--- config.mk ---
export PLATFORM = sky130hd
export DESIGN_NAME = dsm_top
export DESIGN_NICKNAME = d
export VERILOG_FILES = /design/src/hw/dsm_pkg.sv /design/src/hw/dsm_top.sv
export SDC_FILE = /design/constraint.sdc
export NUM_CORES = 1
export LEC_CHECK = 0
export ABC_AREA = 1
export BUFFER_PORTS_ARGS = -buffer_cell sky130_fd_sc_hd__buf_2
export CAP_MARGIN = 20
export CORE_MARGIN = 3
export CORE_UTILIZATION = 56
export DETAILED_ROUTE_END_ITERATION = 7
export PLACE_DENSITY_LB_ADDON = 0.15
export SETUP_SLACK_MARGIN = 0.05
export SLEW_MARGIN = 25
export SYNTH_ARGS = -nofsm -noshare
export SYNTH_HDL_FRONTEND = slang
export SYNTH_SLANG_ARGS = --single-unit
--- constraint.sdc ---
create_clock -name clk -period 4.8 [get_ports clk]
set_input_delay 0.48 -clock clk [delete_from_list [all_inputs] [get_ports clk]]
set_output_delay 0.48 -clock clk [all_outputs]
set_load 0.05 [all_outputs]
--- src/hw/dsm_pkg.sv ---
/*
  constants, source bundle and state record of the data signal modulator.
  assumes: one 125 mhz clock; registers reached over apb, one byte per word.
*/
package dsm_pkg;

  localparam int unsigned ADDR_W      = 8;
  localparam logic [7:0]  OFS_CTL0    = 8'h00;
  localparam logic [7:0]  OFS_CTL1    = 8'h04;
  localparam logic [7:0]  OFS_MSRC    = 8'h08;
  localparam logic [7:0]  OFS_HIGH_TIME_CARRIER    = 8'h0c;
  localparam logic [7:0]  OFS_LOW_TIME_CARRIER    = 8'h10;

  // modulation_control bit positions
  localparam int unsigned B_ON        = 7;
  localparam int unsigned B_OUT       = 5;
  localparam int unsigned B_OINV      = 4;
  localparam int unsigned B_SWBIT     = 0;
  // carrier_control bit positions
  localparam int unsigned B_HINV      = 5;
  localparam int unsigned B_HSYNC     = 4;
  localparam int unsigned B_LINV      = 1;
  localparam int unsigned B_LSYNC     = 0;
  localparam int unsigned MS_W        = 5;
  localparam int unsigned CS_W        = 4;

  localparam logic        CTL_RST     = 1'b0;
  localparam logic [4:0]  MS_RST      = 5'h00;
  localparam logic [3:0]  CS_RST      = 4'h0;

  // modulator source codes
  localparam logic [4:0]  MS_PIN      = 5'h00;
  localparam logic [4:0]  MS_SWBIT    = 5'h01;
  localparam logic [4:0]  MS_CCP1     = 5'h02;
  localparam logic [4:0]  MS_PWM1     = 5'h07;
  localparam logic [4:0]  MS_NCO      = 5'h09;
  localparam logic [4:0]  MS_CMP1     = 5'h0a;
  localparam logic [4:0]  MS_CLC1     = 5'h0c;
  localparam logic [4:0]  MS_UDT      = 5'h10;
  localparam logic [4:0]  MS_UTX      = 5'h11;
  localparam logic [4:0]  MS_SPI1     = 5'h12;
  localparam logic [4:0]  MS_LAST     = 5'h13;

  // carrier source codes
  localparam logic [3:0]  CS_PIN      = 4'h0;
  localparam logic [3:0]  CS_SYSCLK   = 4'h1;
  localparam logic [3:0]  CS_FOSC     = 4'h2;
  localparam logic [3:0]  CS_REF      = 4'h3;
  localparam logic [3:0]  CS_CCP1     = 4'h4;
  localparam logic [3:0]  CS_PWM1     = 4'h9;
  localparam logic [3:0]  CS_NCO      = 4'hb;
  localparam logic [3:0]  CS_CLC1     = 4'hc;

  typedef struct packed {
    logic       mod_pin;             // modulator_signal pin
    logic       high_time_carrier_pin;            // high_time_carrier pin
    logic       low_time_carrier_pin;            // low_time_carrier pin
    logic       fast_osc;            // fast_internal_osc
    logic       ref_clk;             // reference_clock_out
    logic [4:0] capture_compare_pwm;                 // capture_compare_pwm 5..1
    logic [1:0] pwm;                 // pwm units 2..1
    logic       numeric_oscillator;                 // numeric_oscillator
    logic [1:0] cmp;                 // comparators 2..1
    logic [3:0] logic_cell;                 // logic_cell 4..1
    logic       uart_dt;             // async_serial_port data
    logic       uart_txck;           // async_serial_port tx/clock
    logic [1:0] spi_sdo;             // sync_serial_port data 2..1
  } dsm_src_t;

  typedef struct packed {
    logic            module_on_bit;
    logic            output_invert_bit;
    logic            software_mod_bit;
    logic            high_carrier_invert;
    logic            high_carrier_sync;
    logic            low_carrier_invert;
    logic            low_carrier_sync;
    logic [MS_W-1:0] mod_source_field;
    logic [CS_W-1:0] high_carrier_field;
    logic [CS_W-1:0] low_carrier_field;
    dsm_src_t        sync1;
    dsm_src_t        sync2;
    logic            sysclk_div;
    logic            active_high;
    logic            prev_high;
    logic            prev_low;
    logic            output_state_bit;
    logic [31:0]     prdata;
    logic            pready;
    logic            pslverr;
  } dsm_state_t;

endpackage : dsm_pkg

--- src/hw/dsm_top.sv ---
/*
  data signal modulator: source selection, carrier polarity and sync,
  mixing, output polarity, apb register file.
  assumes: all sources are asynchronous to clk; apb master on clk;
  periph_reset is a synchronous reset from logic on clk.
*/
`timescale 1ns/10ps

module dsm_top (
  input  wire logic                        clk,            // system clock
  input  wire logic                        reset_n,        // async power-on reset
  input  wire logic                        periph_reset,   // sync reset, controls and output state, not selects
  input  wire logic                        psel,           // apb select
  input  wire logic                        penable,        // apb enable
  input  wire logic                        pwrite,         // apb direction
  input  wire logic [dsm_pkg::ADDR_W-1:0]  paddr,          // apb byte address
  input  wire logic [31:0]                 pwdata,         // apb write data
  input  wire logic [3:0]                  pstrb,          // apb byte strobes
  output logic      [31:0]                 prdata,         // apb read data
  output logic                             pready,         // apb ready
  output logic                             pslverr,        // apb error
  input  wire dsm_pkg::dsm_src_t           sources,        // raw source signals
  output logic                             mod_out         // modulated output pin
);

  dsm_pkg::dsm_state_t state;
  dsm_pkg::dsm_state_t next_state;

  // modulator source mux
  function automatic logic pick_mod(input dsm_pkg::dsm_src_t s,
                                    input logic [dsm_pkg::MS_W-1:0] code,
                                    input logic swbit);
    logic r;
    r = 1'b0;
    case (code)
      dsm_pkg::MS_PIN:   r = s.mod_pin;
      dsm_pkg::MS_SWBIT: r = swbit;
      dsm_pkg::MS_NCO:   r = s.numeric_oscillator;
      dsm_pkg::MS_UDT:   r = s.uart_dt;
      dsm_pkg::MS_UTX:   r = s.uart_txck;
      default: begin
        if (code >= dsm_pkg::MS_CCP1 && code < dsm_pkg::MS_PWM1) begin
          r = s.capture_compare_pwm[3'(code - dsm_pkg::MS_CCP1)];
        end else if (code >= dsm_pkg::MS_PWM1 && code < dsm_pkg::MS_NCO) begin
          r = s.pwm[1'(code - dsm_pkg::MS_PWM1)];
        end else if (code >= dsm_pkg::MS_CMP1 && code < dsm_pkg::MS_CLC1) begin
          r = s.cmp[1'(code - dsm_pkg::MS_CMP1)];
        end else if (code >= dsm_pkg::MS_CLC1 && code < dsm_pkg::MS_UDT) begin
          r = s.logic_cell[2'(code - dsm_pkg::MS_CLC1)];
        end else if (code >= dsm_pkg::MS_SPI1 && code <= dsm_pkg::MS_LAST) begin
          r = s.spi_sdo[1'(code - dsm_pkg::MS_SPI1)];
        end else begin
          r = 1'b0;
        end
      end
    endcase
    return r;
  endfunction : pick_mod

  // carrier source mux, shared by both carriers
  function automatic logic pick_car(input dsm_pkg::dsm_src_t s,
                                    input logic [dsm_pkg::CS_W-1:0] code,
                                    input logic pin,
                                    input logic sysclk);
    logic r;
    r = 1'b0;
    case (code)
      dsm_pkg::CS_PIN:    r = pin;
      dsm_pkg::CS_SYSCLK: r = sysclk;
      dsm_pkg::CS_FOSC:   r = s.fast_osc;
      dsm_pkg::CS_REF:    r = s.ref_clk;
      dsm_pkg::CS_NCO:    r = s.numeric_oscillator;
      default: begin
        if (code >= dsm_pkg::CS_CCP1 && code < dsm_pkg::CS_PWM1) begin
          r = s.capture_compare_pwm[3'(code - dsm_pkg::CS_CCP1)];
        end else if (code >= dsm_pkg::CS_PWM1 && code < dsm_pkg::CS_NCO) begin
          r = s.pwm[1'(code - dsm_pkg::CS_PWM1)];
        end else begin
          r = s.logic_cell[2'(code - dsm_pkg::CS_CLC1)];
        end
      end
    endcase
    return r;
  endfunction : pick_car

  // read view of one register, unimplemented bits zero
  function automatic logic [32:0] read_reg(input dsm_pkg::dsm_state_t st,
                                           input logic [dsm_pkg::ADDR_W-1:0] a);
    logic [31:0] d;
    logic        hit;
    d   = '0;
    hit = 1'b1;
    case (a)
      dsm_pkg::OFS_CTL0: begin
        d[dsm_pkg::B_ON]    = st.module_on_bit;
        d[dsm_pkg::B_OUT]   = st.output_state_bit;
        d[dsm_pkg::B_OINV]  = st.output_invert_bit;
        d[dsm_pkg::B_SWBIT] = st.software_mod_bit;
      end
      dsm_pkg::OFS_CTL1: begin
        d[dsm_pkg::B_HINV]  = st.high_carrier_invert;
        d[dsm_pkg::B_HSYNC] = st.high_carrier_sync;
        d[dsm_pkg::B_LINV]  = st.low_carrier_invert;
        d[dsm_pkg::B_LSYNC] = st.low_carrier_sync;
      end
      dsm_pkg::OFS_MSRC: d[dsm_pkg::MS_W-1:0] = st.mod_source_field;
      dsm_pkg::OFS_HIGH_TIME_CARRIER: d[dsm_pkg::CS_W-1:0] = st.high_carrier_field;
      dsm_pkg::OFS_LOW_TIME_CARRIER: d[dsm_pkg::CS_W-1:0] = st.low_carrier_field;
      default:           hit = 1'b0;
    endcase
    return {hit, d};
  endfunction : read_reg

  logic [32:0] rd_view;
  logic        setup_phase;
  logic        wr_take;
  logic        mod_level;
  logic        car_high;
  logic        car_low;
  logic        fall_high;
  logic        fall_low;
  logic        next_active;
  logic        mixed;

  always_comb begin
    next_state = state;

    // two-flop synchronisers; only sync2 feeds logic
    next_state.sync1 = sources;
    next_state.sync2 = state.sync1;
    // stand-in for the system clock as a carrier: clk divided by two
    next_state.sysclk_div = ~state.sysclk_div;

    // selected and polarity-adjusted carriers, grounded while off
    car_high = pick_car(state.sync2, state.high_carrier_field,
                        state.sync2.high_time_carrier_pin, state.sysclk_div)
               ^ state.high_carrier_invert;
    car_low  = pick_car(state.sync2, state.low_carrier_field,
                        state.sync2.low_time_carrier_pin, state.sysclk_div)
               ^ state.low_carrier_invert;
    if (!state.module_on_bit) begin
      car_high = 1'b0;
      car_low  = 1'b0;
      mod_level = state.software_mod_bit;
    end else begin
      mod_level = pick_mod(state.sync2, state.mod_source_field,
                           state.software_mod_bit);
    end

    fall_high = state.prev_high & ~car_high;
    fall_low  = state.prev_low  & ~car_low;
    next_state.prev_high = car_high;
    next_state.prev_low  = car_low;

    // active carrier follows the modulator, held back by sync
    next_active = state.active_high;
    if (mod_level != state.active_high) begin
      if (state.active_high) begin
        if (!state.high_carrier_sync || fall_high) begin
          next_active = 1'b0;
        end
      end else begin
        if (!state.low_carrier_sync || fall_low) begin
          next_active = 1'b1;
        end
      end
    end
    next_state.active_high = next_active;

    // carrier gated by the switched modulator
    mixed = (next_active & car_high) | (~next_active & car_low);
    if (state.module_on_bit) begin
      next_state.output_state_bit = mixed ^ state.output_invert_bit;
    end else begin
      next_state.output_state_bit = 1'b0;
    end

    // apb: ready one cycle after setup, so zero wait states
    setup_phase = psel & ~penable;
    rd_view     = read_reg(state, paddr);
    next_state.pready = setup_phase;
    if (setup_phase) begin
      next_state.pslverr = ~rd_view[32];
      next_state.prdata  = pwrite ? '0 : rd_view[31:0];
    end
    wr_take = psel & penable & state.pready & pwrite & rd_view[32] & pstrb[0];
    if (wr_take) begin
      case (paddr)
        dsm_pkg::OFS_CTL0: begin
          next_state.module_on_bit     = pwdata[dsm_pkg::B_ON];
          next_state.output_invert_bit = pwdata[dsm_pkg::B_OINV];
          next_state.software_mod_bit  = pwdata[dsm_pkg::B_SWBIT];
        end
        dsm_pkg::OFS_CTL1: begin
          next_state.high_carrier_invert = pwdata[dsm_pkg::B_HINV];
          next_state.high_carrier_sync   = pwdata[dsm_pkg::B_HSYNC];
          next_state.low_carrier_invert  = pwdata[dsm_pkg::B_LINV];
          next_state.low_carrier_sync    = pwdata[dsm_pkg::B_LSYNC];
        end
        dsm_pkg::OFS_MSRC: next_state.mod_source_field   = pwdata[dsm_pkg::MS_W-1:0];
        dsm_pkg::OFS_HIGH_TIME_CARRIER: next_state.high_carrier_field = pwdata[dsm_pkg::CS_W-1:0];
        dsm_pkg::OFS_LOW_TIME_CARRIER: next_state.low_carrier_field  = pwdata[dsm_pkg::CS_W-1:0];
        default: begin
        end
      endcase
    end

    // other resets clear controls, selects survive
    if (periph_reset) begin
      next_state.module_on_bit       = dsm_pkg::CTL_RST;
      next_state.output_invert_bit   = dsm_pkg::CTL_RST;
      next_state.software_mod_bit    = dsm_pkg::CTL_RST;
      next_state.high_carrier_invert = dsm_pkg::CTL_RST;
      next_state.high_carrier_sync   = dsm_pkg::CTL_RST;
      next_state.low_carrier_invert  = dsm_pkg::CTL_RST;
      next_state.low_carrier_sync    = dsm_pkg::CTL_RST;
      next_state.output_state_bit    = 1'b0;
      next_state.active_high         = 1'b0;
    end
  end

  always_ff @(posedge clk or negedge reset_n) begin
    if (!reset_n) begin
      state                    <= '0;
      state.mod_source_field   <= dsm_pkg::MS_RST;
      state.high_carrier_field <= dsm_pkg::CS_RST;
      state.low_carrier_field  <= dsm_pkg::CS_RST;
    end else begin
      state <= next_state;
    end
  end

  assign prdata  = state.prdata;
  assign pready  = state.pready;
  assign pslverr = state.pslverr;
  assign mod_out = state.output_state_bit;

endmodule : dsm_top

==> run metrics, run 1 <==
placed cell count 541; DRT antenna net count 0; xor and xnor area share after synthesis 0%; Initial DRT Pass Iterations 4; initial antenna violation count 0; CP max FO 8; Global Route Usage Sum 21.4%; clock skew 0.00827 ns; startpoint type of the worst setup path flip-flop; status finished clean; TNS Setup 0 ns; post-DP HPWL 5.70 mm; n_diodes 0; max-cap violation count 0; Via Count 2,825; Slew headroom 54.0%; Clock H-tree levels 3; Worst setup EP type flip-flop; CP top delay family simple AND/OR/NAND/NOR gates; DRT iter0 DRCs 153; placer congestion estimate 0.864; Skew-Pair Late Insertion Delay 0.34 ns; Setup Crit Path Kind reg2reg; Worst-path clk slew 0.08 ns; Total Wirelength 7.54 mm; share of the synthesized area in the top cell type 53.1%; postcts setup bufs 0; P_leak 2.09 nW; Netlist Area Pre-Place 3770 um2; Die W 88.1 um; Die Height 88.1 um; min cycle time layout 2.16 ns; crit path max-delay cell type dfrtp_1; Worst Setup SP state[94]$_DFFE_PN0P_; Initial Util 58.7%; share of cells above drive strength 1 19.4%; grt total ovfl 0; clk root buf clkbuf_8; Final setup viols 0; fmax 0.462 GHz; first-pass GRT wire length 12.6 mm; CTS tree done; post-synth top area cell dfrtp_1; reg-to-reg critical path startpoint state[94]$_DFFE_PN0P_; largest family of logic cells by synthesized area simple AND/OR/NAND/NOR gates; HP Class in2async; Syn Inst Count 425; Critical path buffers and inverters 2; Core ar. 6420 um2; Netlist cell types 39; #FFs+latches synth 80; Hold-fix buffers, CTS 0; fin crit share 45.0%; vias per cell 5.07; worst vdd ir 245 uV; number of cells on the worst reg-to-reg path 15; mux cell area share after synthesis 0.398%; commonest non-fill, non-tap cell in the layout nand2_1; sequential area share after synthesis 53.1%; Core Rows 29; commonest cells after routing, fill and taps aside 95 x nand2_1, 80 x dfrtp_1, 53 x buf_2; Post-CTS Resized 0; clk buf depth 2; Worst Path Arrival 2.40 ns; post-synthesis compound-gate area fraction 10.9%; Worst R2R Setup Slack 2.64 ns; WL/cell 13.5 um; PwrDens 324 nW/um2; I/O Buffers 54; NumNets Final 552; final cell count without fillers 557; post-synthesis simple-gate area fraction 20.7%; Die Area 7760 um2; top cells by area, synth dfrtp_1 53%, nand2_1 9.5%, buf_4 6.8%; Slew Viols, Final 0; worst path required time 5.03 ns; dpl ws 2.58 ns; Hold Vio Cnt, Final 0; Synth warnings 0; Avg Synthesized Cell Area 8.88 um2; largest net degree at the start of global routing 81; most used cell, CP nand2_1; RR Endpoint mod_out$_DFF_PN0_; crit path cell chain inv_1 -> ha_1 -> nand3_1 -> nand2_1 -> nand2_1 -> o21ai_1 -> inv_1 -> nand2_1 -> nand2_1 -> nand2_1 -> nand2_1 -> nand2_1 -> nand3_1 -> a21oi_1 -> nor2_1; TritonCTS Sinks 80; adder-cell area share of the yosys netlist 1.33%; Max stage delay on crit path 0.44 ns; measured slew at the worst slew-check pin 0.690 ns; area grow syn2layout 10.2%; number of global-route vias before repair 2,665; Worst path depth 15; DRC viols 0; # IOs 108; RSZ-0062 raised after global routing no; post-route worst setup slack 2.64 ns; cts bufs inserted 9
synth_stat cells, drive strengths merged:
library cell   n
nand2         98
dfrtp         80
inv           55
buf           38
nand3         38
o21ai         33
nor2          30
a21oi         17
o22ai          7
ha             4
nor3           3
o31ai          3
nand4          2
o211ai         2
o21a           2
or2            2
a311oi         1
a31oi          1
a32o           1
a32oi          1
clkbuf         1
clkinv         1
conb           1
mux2           1
nand3b         1
o2111ai        1
o41ai          1
metrics by stage:
stage          utilization [%]  instance area, um2  hold slack [ns]  total power (W)
4_1_cts                   64.7                4150            0.222          0.00136
2_1_floorplan                -                3860            0.184         0.000797
3_5_place_dp              61.3                3930            0.335         0.000823
3_3_place_gp              61.3                3930            0.331         0.000820
6_report                  64.7                4160            0.155          0.00135
5_1_grt                   64.7                4160            0.202          0.00140
state kept, by name, summed over array words and instances (netlist names):
name        cells
state          47
next_state     23
prdata          7
mod_out         1
pready          1
pslverr         1
worst max path at each step:
stage,slack [ns],end
floorplan,2.98,state[97]$_DFFE_PN0P_
global placement,2.64,state[92]$_DFFE_PN0P_
detailed placement,2.58,state[92]$_DFFE_PN0P_
CTS,2.67,mod_out$_DFF_PN0_
global route,2.33,mod_out$_DFF_PN0_
finish,2.64,mod_out$_DFF_PN0_
cell type report:
cell class	count	area, um2
clock inverters	6	92.6
repair buffers	54	277
multi-input cells	274	1350
well taps	77	96.3
inverters	56	211
clock buffers	10	128
fillers	565	2260
flip-flops and latches	80	2000
kinds of logic after synthesis:
kind of cell / count (synthesis)
flip-flops: 80
AO/OA/AOI/OAI: 70
buffers and inverters: 95
adder cells (fa/ha/maj): 4
AND/OR/NAND/NOR: 174
other: 1
multiplexers: 1
worst reg2reg max path, cell delays in order, from the launching register on:
cell     delay, ns
dfrtp_1       0.44
inv_1         0.29
ha_1          0.28
nand3_1       0.09
nand2_1       0.08
nand2_1       0.07
o21ai_1       0.15
inv_1         0.05
nand2_1       0.06
nand2_1       0.06
nand2_1       0.05
nand2_1       0.05
nand2_1       0.08
nand3_1       0.09
a21oi_1       0.16
nor2_1        0.06
layer usage:
layer | part of all wire [%] | GRT usage (%)
met5 | 0 | 0
met1 | 44 | 28.5
met3 | 6.3 | 3.76
met4 | 0.64 | 9.34
met2 | 49 | 34.6
report_power, final:
group	leakage (nW)	switching [W]	total, W	internal, W
combinational	0.987	0.0000848	0.000107	0.0000217
sequential	1.00	0.00000777	0.000702	0.000694
clock	0.103	0.000243	0.000539	0.000296
total	2.09	0.000335	0.00135	0.00101
Power figures use the tool's default switching activity.
==> run 2: changes to the inputs <==
Settings changed: ABC_AREA 1 to 0, CORE_UTILIZATION 56 to 46.
Clock period 4.8 ns to 1.8 ns, I/O delays scaled along.
==> run metrics, run 2 <==
sequential area share after synthesis 55.6%; Slew headroom 60.8%; failing checks negative setup slack; Syn Inst Count 292; Via Count 2,472; reg-to-reg critical path startpoint state[89]$_DFFE_PN0P_; Worst Path Arrival 2.61 ns; clk buf depth 2; most numerous cell in the Yosys netlist dfrtp_1; crit path cell chain mux4_2 -> mux2_4 -> o22ai_4 -> mux2i_2 -> nand3_1 -> a32o_2 -> o21bai_1 -> nand2_1; cts bufs inserted 9; top cells by area, synth dfrtp_1 56%, buf_4 6.7%, mux2i_1 4.5%; CP max FO 4; first-pass GRT wire length 12.5 mm; Min-Delay Endpoint state[104]$_DFFE_PN0P_; Final setup viols 4; Core ar. 7410 um2; Worst-path clk slew 0.09 ns; Hold Vio Cnt, Final 0; Max stage delay on crit path 0.53 ns; TNS Setup -1.16 ns; post-route worst setup slack -0.525 ns; commonest cells after routing, fill and taps aside 78 x dfrtp_1, 53 x buf_2, 32 x buf_4; commonest non-fill, non-tap cell in the layout dfrtp_1; ys async rst share 100%; number of cells on the worst reg-to-reg path 8; TritonCTS Sinks 80; Worst R2R Setup Slack -0.53 ns; dpl ws -0.605 ns; startpoint of the worst hold path pwdata[7]; vias per cell 4.94; status complete, but fails checks; worst path required time 2.08 ns; number of global-route vias before repair 2,538; placer congestion estimate 0.814; RSZ-0062 raised after global routing yes; Worst setup EP type flip-flop; Avg Synthesized Cell Area 12.3 um2; fmax 0.430 GHz; #FFs+latches synth 80; DRT antenna net count 0; share of the synthesized area in the top cell type 55.6%; number of synthesized flops with an enable pin 0; worst vdd ir 522 uV; WL/cell 14.8 um; Die Area 8920 um2; min cycle time layout 2.33 ns; top_reg_cell synth dfrtp_1; DRC viols 0; initial antenna violation count 0; Met2 Wirelength 3.60 mm; HP Class in2reg; Initial DRT Pass Iterations 4; post-DP HPWL 5.39 mm; met3 routed WL 439 um; grt total ovfl 0; area grow syn2layout 25.6%; flip-flop count of the largest register after layout 47; Setup Crit Path Kind reg2reg; n_diodes 0; Slew Viols, Final 0; Netlist Area Pre-Place 3600 um2; largest net degree at the start of global routing 46; startpoint type of the worst setup path flip-flop; Total Wirelength 7.40 mm; met1 WL 3.25 mm; measured slew at the worst slew-check pin 0.587 ns; DRT iter0 DRCs 120; post-synth top area cell dfrtp_1; most frequent cells after synthesis 80 x dfrtp_1, 32 x buf_4, 21 x nand2_1; Die W 94.4 um; RR Endpoint mod_out$_DFF_PN0_; highest metal used met4; Synth warnings 0; max-cap violation count 0; worst hold stages 3; share of cells above drive strength 1 33.4%; Core Rows 31; fin crit share 129%; clock skew 0.0127 ns; CTS tree done; crit path max-delay cell type mux4_2; Skew-Pair Late Insertion Delay 0.35 ns; Die Height 94.4 um; I/O Buffers 54; P_leak 2.16 nW; clk root buf clkbuf_8; Top reg by flops state; Global Route Usage Sum 18.3%; Netlist cell types 45; NumNets Final 473; PwrDens 771 nW/um2; Initial Util 48.6%; # IOs 108; Clock H-tree levels 3
run 2: cell count changes after synthesis, sizes merged, moves of 6 or more:
cell	previous run	this run
nor2	30	17
o21ai	33	18
mux4	0	10
mux2i	0	16
nand2b	0	6
nand2	98	21
nand3	38	5
mux2	1	12
o22ai	7	1
a21oi	17	7
inv	55	8
run 2: how the worst max path moves through the flow:
stage	start	end
after global placement	state[85]$_DFFE_PN0P_	mod_out$_DFF_PN0_
after floorplan	state[89]$_DFFE_PN0P_	mod_out$_DFF_PN0_
after detailed placement	state[89]$_DFFE_PN0P_	mod_out$_DFF_PN0_
after CTS	state[89]$_DFFE_PN0P_	mod_out$_DFF_PN0_
final	state[89]$_DFFE_PN0P_	mod_out$_DFF_PN0_
after global routing	state[85]$_DFFE_PN0P_	mod_out$_DFF_PN0_
run 2: metal layers:
metal	track usage, %	vias to the layer above
met5	0	-
met4	6.14	0
met3	4.70	12
met2	29.8	79
met1	23.9	1199
li1	-	1182
run 2: final cells by class:
class	instances	area (um2)
fill	610	2890
sequential	80	2000
multi-input combinational	187	1400
timing repair buffer	110	766
clock buffer	13	169
tap	99	124
inverter	8	30.0
clock inverter	3	23.8
run 2: power by group:
group	leakage (nW)	internal [W]	switching (W)
registers	0.983	0.00185	0.0000266
clock network	0.0923	0.000620	0.000620
logic	1.08	0.000126	0.000238
run 2: timing repair:
| item | CTS | global route |
|---|---|---|
| hold buffers | 24 | 0 |
| gates resized for setup | 4 | 3 |
| hold endpoints to repair | 67 | 0 |
| pin swaps | 0 | 1 |
| setup endpoints to repair | 4 | 4 |
| setup buffers | 1 | 0 |
run 2: kinds of logic after synthesis:
family	after synthesis	synth area share, %
fa+ha+maj	4	1.39
simple gates	71	9.98
buf+inv	49	8.80
flops	80	55.6
other cells	1	0.104
mux	38	14.9
compound gates	48	8.76
xor+xnor	1	0.452
run 2: through the flow:
step                total power (W)  cell area (um2)  cells  utilization [%]  hold WS, ns
floorplan                   0.00215             3700    316                -       -0.116
global placement            0.00223             4050    459             54.6        0.224
detailed placement          0.00224             4050    459             54.6        0.222
CTS                         0.00352             4500    500             60.8       0.0979
global route                0.00366             4520    500             61.0        0.103
finish                      0.00348             4520    500             61.0       0.0936
run 2: critical path, delay by kind of cell, from the launching register on:
| family | cells | cell delay, ns |
|---|---|---|
| flip-flops | 1 | 0.41 |
| AO/OA/AOI/OAI | 3 | 0.58 |
| AND/OR/NAND/NOR | 2 | 0.17 |
| multiplexers | 3 | 1.11 |
